--- src/rtl/afe_out_pkg.sv ---
// constants, register map and carrier types of the front end control block
//
// Contract
// capture word at selected output latch phase
// transparent bit passes converter words straight
// disable bit three-states all pixel outputs; code three-states PIX_DATA only, holds PIX_VALID low, word clock keeps running
// binary by default, gray when bit set
// word clock tracks output latch phase
// fixed select pins word clock phase
// invert bit flips word clock polarity
// latch phase near reference sample edge
// latch phase away from level sample edge
// clamp enable bit turns loop off
// disabled loop still applies level offset
// compare black pixels, feed filtered correction
// black target 0..255 LSB, 1023 steps
// loop updates per line or slower
// clamp pulse covers black, 20 pixels
// dc restore closes during reference pulse
// register bit gates restore during preblank
// preblank grounds the sampler input
// no clamp pulse while preblank active
// sample edges from two location fields
// three sampler gain steps, 0 dB default
// ten-bit amplifier gain code
// gray is bit xor next higher bit
// three-state disable overrides every other setting
package afe_out_pkg;
  // register offsets of the serial map
  localparam logic [7:0] ADDR_POWER_CLAMP = 8'h00;
  localparam logic [7:0] ADDR_OUT_FORMAT = 8'h01;
  localparam logic [7:0] ADDR_CLAMP_LEVEL = 8'h03;
  localparam logic [7:0] ADDR_SAMPLER_GAIN = 8'h04;
  localparam logic [7:0] ADDR_AMP_GAIN = 8'h05;
  localparam logic [7:0] ADDR_EDGE_LOC = 8'h37;
  // field positions
  localparam int BIT_CLAMP_EN = 2;
  localparam int BIT_RESTORE_OFF_PREBLANK_PULSE = 6;
  localparam int POS_UPDATE_DIV = 4;
  localparam int BIT_OUT_DISABLE = 0;
  localparam int BIT_TRANSPARENT = 1;
  localparam int BIT_GRAY = 2;
  localparam int BIT_CLK_FIXED = 3;
  localparam int BIT_CLK_INVERT = 4;
  localparam int POS_REF_LOC = 0;
  localparam int POS_LEVEL_LOC = 8;
  localparam int POS_LATCH_PHASE = 16;
  // reset values
  localparam logic [7:0] RST_POWER_CLAMP = 8'h04;
  localparam logic [7:0] RST_OUT_FORMAT = 8'h00;
  localparam logic [9:0] RST_CLAMP_LEVEL = 10'h000;
  localparam logic [1:0] RST_SAMPLER_GAIN = 2'h1;
  localparam logic [9:0] RST_AMP_GAIN = 10'h000;
  localparam logic [23:0] RST_EDGE_LOC = 24'h002000;
  // sampler gain codes
  localparam logic [1:0] GAIN_MINUS3 = 2'h0;
  localparam logic [1:0] GAIN_ZERO = 2'h1;
  localparam logic [1:0] GAIN_PLUS3 = 2'h2;
  // black target scale: code 1023 maps to 255 LSB
  localparam int TARGET_FULL_LSB = 255;
  localparam int TARGET_FULL_CODE = 1023;
  // serial frame: 8 address bits then 24 data bits
  localparam int FRAME_BITS = 32;
  // one decoded register write
  typedef struct packed {
    logic [7:0] addr;
    logic [23:0] data;
  } reg_write_type;
endpackage : afe_out_pkg

--- src/rtl/word_buffer.sv ---
// two-entry valid/ready buffer in the pixel word path
`timescale 1ns/1ps
`default_nettype none
module word_buffer #(
  parameter int WIDTH = 14,
  parameter int DEPTH = 2
) (
  input wire logic CLK,
  input wire logic RST,
  input wire logic [WIDTH-1:0] in_data,
  input wire logic in_valid,
  output logic in_ready,
  output logic [WIDTH-1:0] out_data,
  output logic out_valid,
  input wire logic out_ready
);
  localparam int PW = (DEPTH > 1) ? $clog2(DEPTH) : 1;
  logic [WIDTH-1:0] mem [DEPTH];
  logic [PW-1:0] wr_ptr;
  logic [PW-1:0] rd_ptr;
  logic [PW:0] count;
  logic push;
  logic pop;
  // full and empty are honest: taken from the entry count
  assign push = in_valid && in_ready;
  assign pop = out_valid && out_ready;
  assign out_data = mem[rd_ptr];
  always_ff @(posedge CLK or posedge RST) begin
    if (RST) begin
      wr_ptr <= '0;
      rd_ptr <= '0;
      count <= '0;
      in_ready <= 1'b1;
      out_valid <= 1'b0;
    end else begin
      if (push) wr_ptr <= (wr_ptr == PW'(DEPTH - 1)) ? '0 : wr_ptr + 1'b1;
      if (pop) rd_ptr <= (rd_ptr == PW'(DEPTH - 1)) ? '0 : rd_ptr + 1'b1;
      count <= count + (PW+1)'(push) - (PW+1)'(pop);
      in_ready <= (count + (PW+1)'(push) - (PW+1)'(pop)) != (PW+1)'(DEPTH);
      out_valid <= (count + (PW+1)'(push) - (PW+1)'(pop)) != '0;
    end
  end
  // storage written only on accepted words
  always_ff @(posedge CLK) begin
    if (push) mem[wr_ptr] <= in_data;
  end
endmodule // word_buffer
`default_nettype wire

--- src/rtl/afe_out_ctrl.sv ---
// front end control: serial registers, sample edges, clamp loop, pixel output
`timescale 1ns/1ps
`default_nettype none
module afe_out_ctrl #(
  parameter int DATA_W = 14,
  parameter int PHASE_W = 6,
  parameter int PULSE_W = 8,
  parameter int FILT_SHIFT = 4,
  parameter int CORR_W = 12
) (
  input wire logic CLK,
  input wire logic RST,
  input wire logic SL_N,
  input wire logic SCK,
  input wire logic SDI,
  input wire logic [DATA_W-1:0] ADC_DATA,
  input wire logic ADC_VALID,
  output logic ADC_READY,
  input wire logic PIX_READY,
  input wire logic PREBLANK_PULSE_N,
  input wire logic BLACK_CLAMP_PULSE,
  output logic [DATA_W-1:0] PIX_DATA,
  output logic PIX_DATA_OE,
  output logic PIX_VALID,
  output logic PIXEL_WORD_CLOCK_OUT,
  output logic REFERENCE_SAMPLE_PULSE,
  output logic LEVEL_SAMPLE_PULSE,
  output logic DC_RESTORE_CLOSE,
  output logic INPUT_GROUND,
  output logic [1:0] SAMPLER_GAIN,
  output logic [9:0] AMP_GAIN,
  output logic signed [CORR_W-1:0] CLAMP_DAC
);
  localparam logic [PHASE_W-1:0] HALF = PHASE_W'(1 << (PHASE_W - 1));
  localparam logic [PHASE_W-1:0] PW_C = PHASE_W'(PULSE_W);

  //////////////////////////////////////////////////////////////////////
  // pin synchronisers: two flops before any logic
  logic [4:0] sync1;
  logic [4:0] sync2;
  logic sck_prev;
  logic sl_prev;
  logic clamp_prev;
  always_ff @(posedge CLK or posedge RST) begin
    if (RST) begin
      sync1 <= 5'h19; // idle levels: load high, preblank off, sck low
      sync2 <= 5'h19;
      sck_prev <= 1'b0;
      sl_prev <= 1'b1;
      clamp_prev <= 1'b0;
    end else begin
      sync1 <= {SL_N, PREBLANK_PULSE_N, BLACK_CLAMP_PULSE, SCK, SDI};
      sync2 <= sync1;
      sck_prev <= sync2[1];
      sl_prev <= sync2[4];
      clamp_prev <= sync2[2];
    end
  end
  wire sdi_s = sync2[0];
  wire sck_s = sync2[1];
  wire clamp_s = sync2[2];
  wire preblank_pulse_active = !sync2[3];
  wire sl_n_s = sync2[4];
  wire sck_rise = sck_s && !sck_prev;
  wire frame_end = sl_n_s && !sl_prev;
  wire clamp_fall = !clamp_s && clamp_prev;

  //////////////////////////////////////////////////////////////////////
  // serial write port: msb first, address then data, taken at load end
  localparam int FRAME_BITS_W = $clog2(afe_out_pkg::FRAME_BITS);
  logic [FRAME_BITS_W:0] bit_cnt;
  logic [afe_out_pkg::FRAME_BITS-1:0] shift;
  afe_out_pkg::reg_write_type wr;
  logic wr_fire;
  assign wr = afe_out_pkg::reg_write_type'(shift);
  assign wr_fire = frame_end
    && (bit_cnt == (FRAME_BITS_W+1)'(afe_out_pkg::FRAME_BITS));
  always_ff @(posedge CLK or posedge RST) begin
    if (RST) begin
      shift <= '0;
      bit_cnt <= '0;
    end else if (sl_n_s) begin
      bit_cnt <= '0;
    end else if (sck_rise) begin
      shift <= {shift[afe_out_pkg::FRAME_BITS-2:0], sdi_s};
      if (bit_cnt != (FRAME_BITS_W+1)'(afe_out_pkg::FRAME_BITS))
        bit_cnt <= bit_cnt + 1'b1;
    end
  end

  //////////////////////////////////////////////////////////////////////
  // register file
  logic [7:0] power_clamp;
  logic [7:0] out_format;
  logic [9:0] clamp_level;
  logic [1:0] sampler_gain;
  logic [9:0] amp_gain;
  logic [23:0] edge_loc;
  logic [1:0] next_sampler_gain;
  // only the three documented steps are accepted, others select 0 dB
  assign next_sampler_gain = (wr.data[1:0] == afe_out_pkg::GAIN_MINUS3 ||
    wr.data[1:0] == afe_out_pkg::GAIN_PLUS3) ? wr.data[1:0]
    : afe_out_pkg::GAIN_ZERO;
  always_ff @(posedge CLK or posedge RST) begin
    if (RST) begin
      power_clamp <= afe_out_pkg::RST_POWER_CLAMP;
      out_format <= afe_out_pkg::RST_OUT_FORMAT;
      clamp_level <= afe_out_pkg::RST_CLAMP_LEVEL;
      sampler_gain <= afe_out_pkg::RST_SAMPLER_GAIN;
      amp_gain <= afe_out_pkg::RST_AMP_GAIN;
      edge_loc <= afe_out_pkg::RST_EDGE_LOC;
    end else if (wr_fire) begin
      case (wr.addr)
        afe_out_pkg::ADDR_POWER_CLAMP: power_clamp <= wr.data[7:0];
        afe_out_pkg::ADDR_OUT_FORMAT: out_format <= wr.data[7:0];
        afe_out_pkg::ADDR_CLAMP_LEVEL: clamp_level <= wr.data[9:0];
        afe_out_pkg::ADDR_SAMPLER_GAIN: sampler_gain <= next_sampler_gain;
        afe_out_pkg::ADDR_AMP_GAIN: amp_gain <= wr.data[9:0];
        afe_out_pkg::ADDR_EDGE_LOC: edge_loc <= wr.data;
        default: ;
      endcase
    end
  end
  // decoded fields
  wire clamp_en = power_clamp[afe_out_pkg::BIT_CLAMP_EN];
  wire restore_off_preblank_pulse = power_clamp[afe_out_pkg::BIT_RESTORE_OFF_PREBLANK_PULSE];
  wire [1:0] update_div = power_clamp[afe_out_pkg::POS_UPDATE_DIV +: 2];
  wire out_disable = out_format[afe_out_pkg::BIT_OUT_DISABLE];
  wire transparent = out_format[afe_out_pkg::BIT_TRANSPARENT];
  wire gray_sel = out_format[afe_out_pkg::BIT_GRAY];
  wire clk_fixed = out_format[afe_out_pkg::BIT_CLK_FIXED];
  wire clk_invert = out_format[afe_out_pkg::BIT_CLK_INVERT];
  wire [PHASE_W-1:0] ref_loc = edge_loc[afe_out_pkg::POS_REF_LOC +: PHASE_W];
  wire [PHASE_W-1:0] level_loc =
    edge_loc[afe_out_pkg::POS_LEVEL_LOC +: PHASE_W];
  wire [PHASE_W-1:0] latch_phase =
    edge_loc[afe_out_pkg::POS_LATCH_PHASE +: PHASE_W];

  //////////////////////////////////////////////////////////////////////
  // pixel phase counter: one edge position per clock
  logic [PHASE_W-1:0] phase;
  always_ff @(posedge CLK or posedge RST) begin
    if (RST) phase <= '0;
    else phase <= phase + 1'b1;
  end
  wire [PHASE_W-1:0] ref_rel = phase - ref_loc;
  wire [PHASE_W-1:0] level_rel = phase - level_loc;
  wire [PHASE_W-1:0] clk_base = clk_fixed ? '0 : latch_phase;
  wire [PHASE_W-1:0] clk_rel = phase - clk_base;
  wire latch_tick = (phase == latch_phase);
  wire ref_win = ref_rel < PW_C;
  wire level_win = level_rel < PW_C;
  wire next_restore = ref_win && !(preblank_pulse_active && restore_off_preblank_pulse);
  wire next_word_clk = (clk_rel < HALF) ^ clk_invert;

  // sample pulses and switch controls
  always_ff @(posedge CLK or posedge RST) begin
    if (RST) begin
      REFERENCE_SAMPLE_PULSE <= 1'b0;
      LEVEL_SAMPLE_PULSE <= 1'b0;
      DC_RESTORE_CLOSE <= 1'b0;
      INPUT_GROUND <= 1'b0;
      PIXEL_WORD_CLOCK_OUT <= 1'b0;
      SAMPLER_GAIN <= afe_out_pkg::RST_SAMPLER_GAIN;
      AMP_GAIN <= afe_out_pkg::RST_AMP_GAIN;
    end else begin
      REFERENCE_SAMPLE_PULSE <= ref_win;
      LEVEL_SAMPLE_PULSE <= level_win;
      DC_RESTORE_CLOSE <= next_restore;
      INPUT_GROUND <= preblank_pulse_active;
      PIXEL_WORD_CLOCK_OUT <= next_word_clk;
      SAMPLER_GAIN <= sampler_gain;
      AMP_GAIN <= amp_gain;
    end
  end

  //////////////////////////////////////////////////////////////////////
  // pixel word path through the two-entry buffer
  logic [DATA_W-1:0] head;
  logic head_valid;
  logic pop;
  word_buffer #(.WIDTH(DATA_W), .DEPTH(2)) u_buf (
    .CLK(CLK),
    .RST(RST),
    .in_data(ADC_DATA),
    .in_valid(ADC_VALID),
    .in_ready(ADC_READY),
    .out_data(head),
    .out_valid(head_valid),
    .out_ready(pop)
  );
  // a stalled receiver holds words in the buffer
  assign pop = head_valid && PIX_READY && (transparent || latch_tick);
  wire [DATA_W-1:0] gray_word = head ^ (head >> 1);
  wire [DATA_W-1:0] coded = gray_sel ? gray_word : head;
  always_ff @(posedge CLK or posedge RST) begin
    if (RST) begin
      PIX_DATA <= '0;
      PIX_VALID <= 1'b0;
      PIX_DATA_OE <= 1'b0;
    end else begin
      PIX_DATA_OE <= !out_disable;
      PIX_VALID <= pop && !out_disable;
      if (pop) PIX_DATA <= coded;
    end
  end

  //////////////////////////////////////////////////////////////////////
  // optical black clamp loop
  localparam int ACC_W = DATA_W + 12;
  logic [9:0] target;
  logic signed [ACC_W-1:0] acc;
  logic signed [CORR_W-1:0] corr;
  logic [1:0] line_cnt;
  logic signed [ACC_W-1:0] step;
  logic signed [ACC_W-1:0] next_corr_w;
  // target in LSB: code scaled so 1023 steps span 0..255
  assign target = 10'((20'(clamp_level) * 20'(afe_out_pkg::TARGET_FULL_LSB))
    / 20'(afe_out_pkg::TARGET_FULL_CODE));
  wire black_sample = clamp_s && !preblank_pulse_active && ADC_VALID && ADC_READY;
  wire signed [ACC_W-1:0] err =
    ACC_W'($signed({1'b0, ADC_DATA})) - ACC_W'($signed({1'b0, target}));
  wire update_line = clamp_fall && (line_cnt == update_div);
  assign step = acc >>> FILT_SHIFT;
  assign next_corr_w = ACC_W'(corr) - step;
  wire signed [ACC_W-1:0] corr_max = ACC_W'((1 << (CORR_W - 1)) - 1);
  wire signed [ACC_W-1:0] corr_min = -ACC_W'(1 << (CORR_W - 1));
  wire signed [CORR_W-1:0] corr_sat = (next_corr_w > corr_max) ?
    CORR_W'(corr_max) : (next_corr_w < corr_min) ? CORR_W'(corr_min)
    : CORR_W'(next_corr_w);
  always_ff @(posedge CLK or posedge RST) begin
    if (RST) begin
      acc <= '0;
      corr <= '0;
      line_cnt <= '0;
    end else begin
      if (clamp_fall) acc <= '0;
      else if (black_sample && clamp_en) acc <= acc + err;
      if (clamp_fall) line_cnt <= update_line ? '0 : line_cnt + 1'b1;
      if (update_line && clamp_en) corr <= corr_sat;
    end
  end
  // disabled loop: level code still adds a fixed offset
  always_ff @(posedge CLK or posedge RST) begin
    if (RST) CLAMP_DAC <= '0;
    else if (clamp_en) CLAMP_DAC <= corr;
    else CLAMP_DAC <= -$signed(CORR_W'(target));
  end
endmodule // afe_out_ctrl
`default_nettype wire

--- config.mk ---
export PLATFORM = sky130hd
export DESIGN_NAME = afe_out_ctrl
export DESIGN_NICKNAME = d
export VERILOG_FILES = /design/src/rtl/afe_out_pkg.sv /design/src/rtl/word_buffer.sv /design/src/rtl/afe_out_ctrl.sv
export SDC_FILE = /design/constraint.sdc
export NUM_CORES = 1
export LEC_CHECK = 0
export BUFFER_PORTS_ARGS = -buffer_cell sky130_fd_sc_hd__buf_2
export CAP_MARGIN = 20
export CORE_MARGIN = 2
export CORE_UTILIZATION = 54
export CTS_CLUSTER_SIZE = 14
export DETAILED_ROUTE_END_ITERATION = 7
export PLACE_DENSITY = 0.82
export SLEW_MARGIN = 40
export SYNTH_ARGS = -nofsm -noshare
export SYNTH_HDL_FRONTEND = slang
export SYNTH_SLANG_ARGS = --single-unit
--- constraint.sdc ---
create_clock -name CLK -period 14.4 [get_ports CLK]
set_clock_uncertainty 0.05 [all_clocks]
set_input_delay 0.72 -clock CLK [delete_from_list [all_inputs] [get_ports CLK]]
set_output_delay 0.72 -clock CLK [all_outputs]
set_load 0.1 [all_outputs]
==> summary by stage, run 1 <==
Synth
The mapped netlist covers 0.0159 mm². For this run, the leading register cell type out of synthesis is dfrtp_1. Sorting the synthesized cells by area gives the leading types as dfrtp_1 (29%), ha_1 (9.0%), mux2_2 (6.1%), fa_1 (5.4%), edfxtp_1 (5.3%). After synthesis, the mean cell area works out to 9.62 µm². The count of unique library cells instantiated by Yosys is 101. Synthesis inferred 225 register bits. The top cell type by area accounts for 29.1% of the synthesized area. The share of flip-flops with an asynchronous set or reset is 87.6%.

The synthesized design contains 28 enable-type register cells. Counting every instance in the synthesized netlist gives 1657. For this run, the number of Yosys warnings is 0. The most numerous cell in the Yosys netlist is inv_1. Synthesis produced a netlist with a net count of 1837.

Summed over all instances, the cell type with the most area after synthesis is dfrtp_1. The sequential area share after synthesis is 36.3%. Sorting the synthesized cells by how often they occur yields inv_1 (192), dfrtp_1 (185), ha_1 (114).

Placement
Timing analysis after detailed placement gives a worst setup slack of -0.664 ns. In this run the tool buffered the top-level ports with 68 buffer cells. The detailed placement HPWL is 29300 µm.

At the end of routability-driven placement, the weighted congestion stood at 0.907.

Timing
The number of hold violations in the final report was 0. Setup repair after global routing could not meet its margin everywhere. The timing-limited maximum frequency is 66.3 MHz.

Setup violations remaining at the end of the flow were counted as 4. The max-slew violation count is 0. The worst path in the final design needs a cycle of 15.08 ns, including I/O delays and setup. The transition time at the pin with the least slew margin is 0.728 ns. The slack of the critical path is -0.680 ns. The share of the clock period used by the worst path after layout is 105%. The worst pin sits at a relative slew slack of 51.0%.

Setup path
The largest stage delay on the critical path is 0.56 ns. The slowest library cell on the worst path is fa_2. The family of cells with the greatest summed delay on the critical path is compound AO/OA/AOI/OAI gates. STA classifies the critical path startpoint as a flop. The critical path endpoint category is a flop. By startpoint and endpoint, the worst setup path is classified as reg -> reg. The combined buffer and inverter count along the critical path is 14. Data arrives at the worst endpoint at 15.44 ns.

The required time at the worst-slack endpoint is 14.76 ns. The maximum fanout count along the critical path is 5. The most prevalent standard cell on the critical path is buf_4.

CTS
CTS built an H-tree with a depth of 1. The clock net sink count is 225. TritonCTS built the clock tree. Clock tree synthesis selected as its root buffer the cell clkbuf_16. The maximum clock insertion buffer count is 3.

After clock tree synthesis, the clock-pin slew on the worst setup and hold paths is 0.06 ns. The clock latency reported for the late side of the worst-skew pair is 0.52 ns. In this run, CTS created clock tree buffers numbering 23. After clock tree synthesis, the flow added hold-fix buffers numbering 0.

Global route
The number of global-route vias before repair is 14033. The initial antenna violation count is 0. Entering global routing, the biggest net connects 140 pins.

Global routing used 26.8% of the available tracks. The global-route wire length before repair is 68400 µm. The global-route congestion overflow total is 0.

Routing
The routed length per instance is 18.8 µm. The first detailed-routing pass took 6 iterations. Across all layers, the routed design uses 14414 vias. The routed wire length is 45200 µm.

The number of routed nets with antenna violations is 0. Dividing the detail-routed via count by the number of cells gives 5.99. The count of routing violations after the opening detailed-route iteration is 1114.

After detailed routing, the number of remaining DRC violations is 0.

Die
In this run the count of I/O pins placed on the die edge is 69. For this configuration, the core starts out at a cell density of 55.2%. After floorplanning, the core was sized to cover 0.0289 mm². The die covers 0.0309 mm².

The number of rows in the core area is 62. The die is 176 µm wide. The floorplan die height is 176 µm.

Cells and area
The number of antenna diodes in the final layout is 0. The filler cells instantiated in the layout total 1872. The area growth from synthesis to layout is 28.8%. The post-route netlist has 34.0% of its cells at a drive strength greater than 1. In the final design database the tool counted 2184 nets.

Run
The count of max-cap constraint violations is 0.

Pwr
Power spread over the standard cell area amounts to 71.7 mW/mm². The static leakage power is 9.52 nW. IR analysis of the VDD net gives a maximum drop of 0.0000909 V. The completed layout was analyzed and its total power is 0.00147 W.

Min path
In this run the worst hold path is classified as in -> async.

Status
The checks that failed: negative setup slack. The flow ran to the end, but the final reports show violations.
-- cells in the final DEF (no fill, tap or decap), types with 11 or more instances in the layout --
| cell type | n |
|---|---|
| nand2_1 | 103 |
| edfxtp_1 | 28 |
| a21oi_2 | 22 |
| buf_2 | 68 |
| buf_4 | 276 |
| nor3_1 | 17 |
| dfstp_2 | 12 |
| xor2_1 | 40 |
| nor2_1 | 71 |
| and2_1 | 11 |
| a21o_1 | 30 |
| nand4_1 | 15 |
| a21oi_1 | 75 |
| ha_1 | 105 |
| dfrtp_1 | 180 |
| inv_1 | 178 |
| o211ai_1 | 11 |
| and3_1 | 18 |
| fa_1 | 38 |
| o21ai_2 | 16 |
| o21ai_0 | 81 |
| buf_6 | 21 |
| inv_2 | 13 |
| xnor2_1 | 56 |
| o21ai_1 | 17 |
| o31ai_1 | 13 |
| nand2b_1 | 21 |
| o21a_1 | 18 |
| nor2b_1 | 14 |
| a211oi_1 | 15 |
| mux2_2 | 86 |
| clkbuf_16 | 23 |
| nand3_1 | 73 |
-- report_power, final --
part / internal [W] / total [W] / switching (W) / leakage, nW
Combinational: 0.0000479 / 0.000138 / 0.0000896 / 6.29
Sequential: 0.000687 / 0.000734 / 0.0000472 / 2.86
Clock: 0.000353 / 0.000600 / 0.000247 / 0.364
-- registers in the layout, indices dropped and copies added, names as in the netlist, 12 cells and up --
name	cells
shift	32
CLAMP_DAC	12
edge_loc	18
acc	26
corr	12
u_buf.mem	28
PIX_DATA	14
-- stage by stage --
step	hold slack (ns)	area (µm²)	setup TNS, ns	instances	util (%)
final	0.226	20500	-1.71	2405	71.1
after global routing	0.235	20500	-7.15	2405	71.1
after CTS	0.230	19700	0	2365	68.4
after detailed placement	0.293	18500	-1.81	2290	64.1
after global placement	0.286	18500	-0.348	2290	64.0
after floorplan	0.281	16200	0	1657	-
-- path summary, 6_finish.rpt --
kind	depth (start not counted)	endpoint	startpoint	slack, ns
setup / recovery	70	acc[25]$_DFFE_PP0P_	clamp_level[6]$_DFFE_PP0P_	-0.68
hold / removal	2	PIX_DATA[5]$_DFFE_PP0P_	RST	0.23
setup reg to reg	70	acc[25]$_DFFE_PP0P_	clamp_level[6]$_DFFE_PP0P_	-0.68
hold reg to reg	0	sync2[1]$_DFF_PP0_	sync1[1]$_DFF_PP0_	0.30
max in group asynchronous	3	corr[2]$_DFFE_PP0P_	RST	13.09
min in group CLK	1	sync1[3]$_DFF_PP1_	PREBLANK_PULSE_N	0.24
-- metal layers --
metal,vias up,part of all wire (%),wire (µm),GRT usage (%)
li1,6543,-,-,-
met3,209,5.3,2380,2.86
met4,0,4.5,2050,9.50
met2,600,51,23000,48.4
met5,-,0,0,0
met1,7062,39,17800,33.2
-- repair_timing --
action / 4_1_cts / 5_1_grt
pin swaps: 65 / 116
gates resized for setup: 62 / 105
setup endpoints to repair: 5 / 8
setup buffers: 33 / 42
-- layout make-up --
cell class,instances,area (µm²),share of cell area [%]
inverters,193,739,3.60
repair buffers,367,2690,13.1
clock buffers,36,664,3.24
well taps,384,480,2.34
clock inverters,6,86.3,0.421
multi-input cells,1194,10100,49.1
flip-flops and latches,225,5790,28.2
-- cells by family after synthesis --
family / after synthesis / share of synthesized area, %
adders and majority gates: 158 / 14.4
muxes: 93 / 6.53
xor gates and xnor gates: 103 / 5.76
DFF: 225 / 36.3
and+or+nand+nor: 441 / 14.5
buffers and inverters: 238 / 5.73
AOI/OAI and AO/OA: 399 / 16.8
No activity file was read; power rests on OpenSTA's default activity.
==> run 2, diff against run 1 <==
--- a/config.mk
+++ b/config.mk
@@ -15,4 +15,5 @@
 export SLEW_MARGIN = 40
 export SYNTH_ARGS = -nofsm -noshare
 export SYNTH_HDL_FRONTEND = slang
+export SYNTH_HIERARCHICAL = 1
 export SYNTH_SLANG_ARGS = --single-unit
==> run 2 against run 1 <==
Effect of this change: the flow still finishes with violations (negative setup slack); area after synthesis grew 1.6%; hold slack got worse by 0.085 ns; clock power fell by 1%; cell area decreased by 4.3%; sequential power is 2% lower; die area is 1.6% higher; critical path depth is 2 lower; combinational power fell by 17%; sequential share of layout area rose by 1.3 points; sequential cell count did not move; maximum frequency rose by 4.6%; critical endpoint unchanged.
==> summary by stage, run 2 <==
Global route
The global-route congestion overflow total is 0 (unchanged). The initial antenna violation count is 0 (unchanged). The largest net degree at the start of global routing is 127 (-9.3%). The global-route wire length before repair is 64300 µm (-5.9%). The combined global-route utilization of all metal layers came to 25.0% (-1.8 points). The number of global-route vias before repair is 13154 (-6.3%).

Pwr
The switching power total is 0.000350 W (-8.9%). The relative contribution of combinational cells to total power was 8.0% (-1.3 points). The proportion of total power due to net switching was 24.6% (-1.5 points). The design internal power came to 0.00107 W (-1.5%).

The worst vdd rail ir drop is 0.0000943 V (+3.8%). The share of total power in the clock network is 41.5% (+0.7 points). The power density normalized to cell area came to 72.4 mW/mm² (+0.97%). The static leakage power came to 9.16 nW (-3.8%). The register share of total power is 50.4% (+0.5 points).

Setup path
The register-to-register setup slack is -0.02 ns (+0.66 ns). The critical path endpoint category is a flop. The required time at the worst-slack endpoint is 14.75 ns (about the same).

The arrival time at the worst endpoint is 14.77 ns (-0.67 ns). The kind of cell with the highest combined delay along the critical path is compound AO/OA/AOI/OAI gates. The largest stage delay on the critical path is 0.59 ns (+0.03 ns). The number of cell instances on the worst register-to-register path is 68 (-2.9%). The maximum fanout count along the critical path is 6 (+1). The setup path with the least slack is of type reg -> reg.

Counting stages on the worst path, the most repeated cell is a21oi_2. The combined buffer and inverter count along the critical path was 11 (-3). STA classifies the critical path startpoint as a flop. The startpoint of the most critical register-to-register path is clamp_level[7]$_DFFE_PP0P_. On the critical path, the stage with the largest delay is an instance of fa_2.

The endpoint identified for the worst register-to-register timing path is acc[25]$_DFFE_PP0P_.

Synth
The share of flip-flops with an asynchronous set or reset is 87.6% (unchanged). Among all flip-flop cells after synthesis, the most frequent one is dfrtp_1. The sequential area share after synthesis is 35.7% (-0.58 points). The number of storage elements in the synthesis netlist is 225 (unchanged). The count of flip-flops with a built-in enable after synthesis came to 28 (unchanged).

In the synthesized netlist, the cells that appear most often are dfrtp_1 (185), inv_1 (172), ha_1 (113). The number of warnings issued by yosys was 6 (+6). dfrtp_1 is the most common cell in the netlist. Summed over all instances, the cell type with the most area after synthesis is dfrtp_1. The synthesized area came to 0.0162 mm² (+1.6%). After synthesis, the cell types taking the most area are dfrtp_1 (29%), ha_1 (8.7%), mux2_2 (6.2%), fa_1 (5.3%), edfxtp_1 (5.2%).

The total nets after synthesis is 1834 (-0.16%). The count of unique library cells instantiated by Yosys was 111 (+9.9%). The cell count after synthesis is 1655 (-0.12%). The share of the synthesized area in the top cell type was 28.6% (-0.46 points). The synthesized area divided by synthesized cell count came to 9.78 µm² (+1.7%).

Timing
The max-slew headroom at the worst pin is 51.4% (+0.39 points). The max-slew violation count is 0 (unchanged). The shortest clock period the worst path allows after layout came to 14.42 ns (-0.664 ns). The share of the clock period used by the worst path after layout came to 100% (-4.6 points). The number of hold violations in the final report is 0 (unchanged). The timing-limited maximum frequency is 69.4 MHz (+4.6%). The transition time at the pin with the least slew margin is 0.729 ns (+0.000856 ns).

The slack of the critical path is -0.0163 ns (+0.664 ns). The total negative setup slack is -0.0163 ns (+1.69 ns). The final count of negative-setup-slack endpoints is 1 (-3).

Setup repair after global routing could not meet its margin everywhere.

CTS
The total number of H-tree levels is 1 (unchanged). TritonCTS built the clock tree. The number of hold buffers added after cts is 0 (unchanged). The clock net sink count is 225 (unchanged).

The clock transition at the registers of the reported paths is 0.07 ns (about the same). The clock latency reported for the late side of the worst-skew pair was 0.51 ns (about the same). The cell sitting at the root of the clock tree is a clkbuf_16. The maximum clock insertion buffer count is 3 (unchanged).

The clock buffer count from CTS is 23 (unchanged).

Run
The count of max-cap constraint violations is 0 (unchanged).

Routing
The met3 wire length was 2430 µm (+1.7%). The routed wire length is 41800 µm (-7.6%). The vias after detailed routing came to 13646 (-5.3%). The routed length per instance is 18.2 µm (-3.1%). The number of remaining DRC errors was 0 (unchanged). The routed length on met2 came to 20600 µm (-11%). The uppermost layer routed is met4. The number of routed nets with antenna violations is 0 (unchanged). The count of routing violations after the opening detailed-route iteration is 1301 (+17%).

The total iterations of the first detailed-routing run was 8 (+2). The wire length on met1 is 17100 µm (-4.0%). The per-cell via count in the routed design is 5.95 (-0.75%).

Die
The initial standard-cell utilization of the core is 54.8% (-0.43 points). The number of rows in the core area is 63 (+1.6%). The horizontal die dimension was 177 µm (+0.79%). The floorplan die height is 177 µm (+0.79%). The I/O pin count is 69 (unchanged). The core box area came to 0.0296 mm² (+2.4%).

The area of the die is 0.0314 mm² (+1.6%).

Status
The checks that failed: negative setup slack. The flow ran to the end, but the final reports show violations.

Cells and area
The library cell used most frequently in the layout, excluding fill and tap cells, is dfrtp_1. The proportion of layout cells with a drive suffix above 1 is 30.7% (-3.3 points). The largest registers in the layout are shift (32), u_buf/mem (28), acc (26).

The number of cells in the finished layout apart from fillers came to 2294 (-4.6%). Relative to the synthesized area, the layout overhead comes to 21.2%. The count of antenna diodes in the layout is 0 (unchanged). The count of nets after finishing is 2067 (-5.4%). The register with the most flip-flops in the final layout is shift.

The flip-flop count of the largest register, all copies and words added is 32 (unchanged). The library cells used most frequently in the layout, excluding fill and tap cells, are dfrtp_1 (181), buf_4 (179), inv_1 (158), ha_1 (104), nand2_1 (101).

Placement
The count of input and output buffers came to 68 (unchanged). The routability congestion estimate came to 0.939 (+3.5%). The minimum setup slack after placement is -0.482 ns (+0.182 ns). The number of placed instances with taps included is 2195 (-4.1%). The detailed placement HPWL is 28600 µm (-2.6%).

Min path
The path class of the lowest-slack min-delay path is in -> async.
run 2: power groups by stage:
| stage | Clock (W) | Combinational, W | Sequential (W) |
|---|---|---|---|
| 3_5_place_dp | 0 | 0.000108 | 0.000728 |
| 5_1_grt | 0.000624 | 0.000126 | 0.000721 |
| 2_1_floorplan | 0 | 0.0000752 | 0.000722 |
| 3_3_place_gp | 0 | 0.000103 | 0.000725 |
| 4_1_cts | 0.000597 | 0.000110 | 0.000717 |
| 6_report | 0.000591 | 0.000114 | 0.000717 |
run 2: cells by family after synthesis:
logic type	count (synthesis)	synth area share (%)
and+or+nand+nor	463	15.0
AOI/OAI and AO/OA	383	16.7
DFF	225	35.7
buffers and inverters	224	5.64
adders and majority gates	156	14.0
muxes	105	7.46
xor gates and xnor gates	99	5.45
run 2: repair_timing:
item                       in CTS  in global routing
pin swaps                      18                109
setup buffers                   9                 50
setup endpoints to repair       4                 10
gates resized for setup        33                138
hold endpoints to repair        0                  0
run 2: worst max-delay path by stage:
stage,slack [ns],to,cells after the start,start
2_1_floorplan,0.10,acc[25]$_DFFE_PP0P_,66,clamp_level[3]$_DFFE_PP0P_
3_3_place_gp,-0.02,acc[24]$_DFFE_PP0P_,64,clamp_level[6]$_DFFE_PP0P_
3_5_place_dp,-0.48,acc[24]$_DFFE_PP0P_,64,clamp_level[6]$_DFFE_PP0P_
4_1_cts,0.004,acc[24]$_DFFE_PP0P_,67,clamp_level[6]$_DFFE_PP0P_
5_1_grt,-0.61,acc[25]$_DFFE_PP0P_,67,clamp_level[5]$_DFFE_PP0P_
6_report,-0.02,acc[25]$_DFFE_PP0P_,68,clamp_level[7]$_DFFE_PP0P_
run 2: layout make-up:
class | count | area, µm²
Inverter | 174 | 668
Multi-Input combinational cell | 1206 | 10100
Tap cell | 390 | 488
Clock inverter | 12 | 121
Sequential cell | 225 | 5790
Clock buffer | 29 | 618
Fill cell | 2115 | 9930
Timing Repair Buffer | 258 | 1810
run 2: per-stage QoR:
| step | power (W) | cell area, µm² | hold slack (ns) | util [%] |
|---|---|---|---|---|
| after CTS | 0.00142 | 18700 | 0.135 | 63.3 |
| after floorplan | 0.000797 | 16200 | 0.281 | - |
| after global routing | 0.00147 | 19600 | 0.151 | 66.4 |
| after global placement | 0.000828 | 17800 | 0.285 | 60.1 |
| final | 0.00142 | 19600 | 0.141 | 66.4 |
| after detailed placement | 0.000836 | 17800 | 0.289 | 60.2 |
run 2: layer usage:
| metal | track usage, % | up-vias |
|---|---|---|
| li1 | - | 6336 |
| met1 | 32.8 | 6655 |
| met2 | 42.9 | 527 |
| met3 | 2.81 | 128 |
| met4 | 8.40 | 0 |
| met5 | 0 | - |
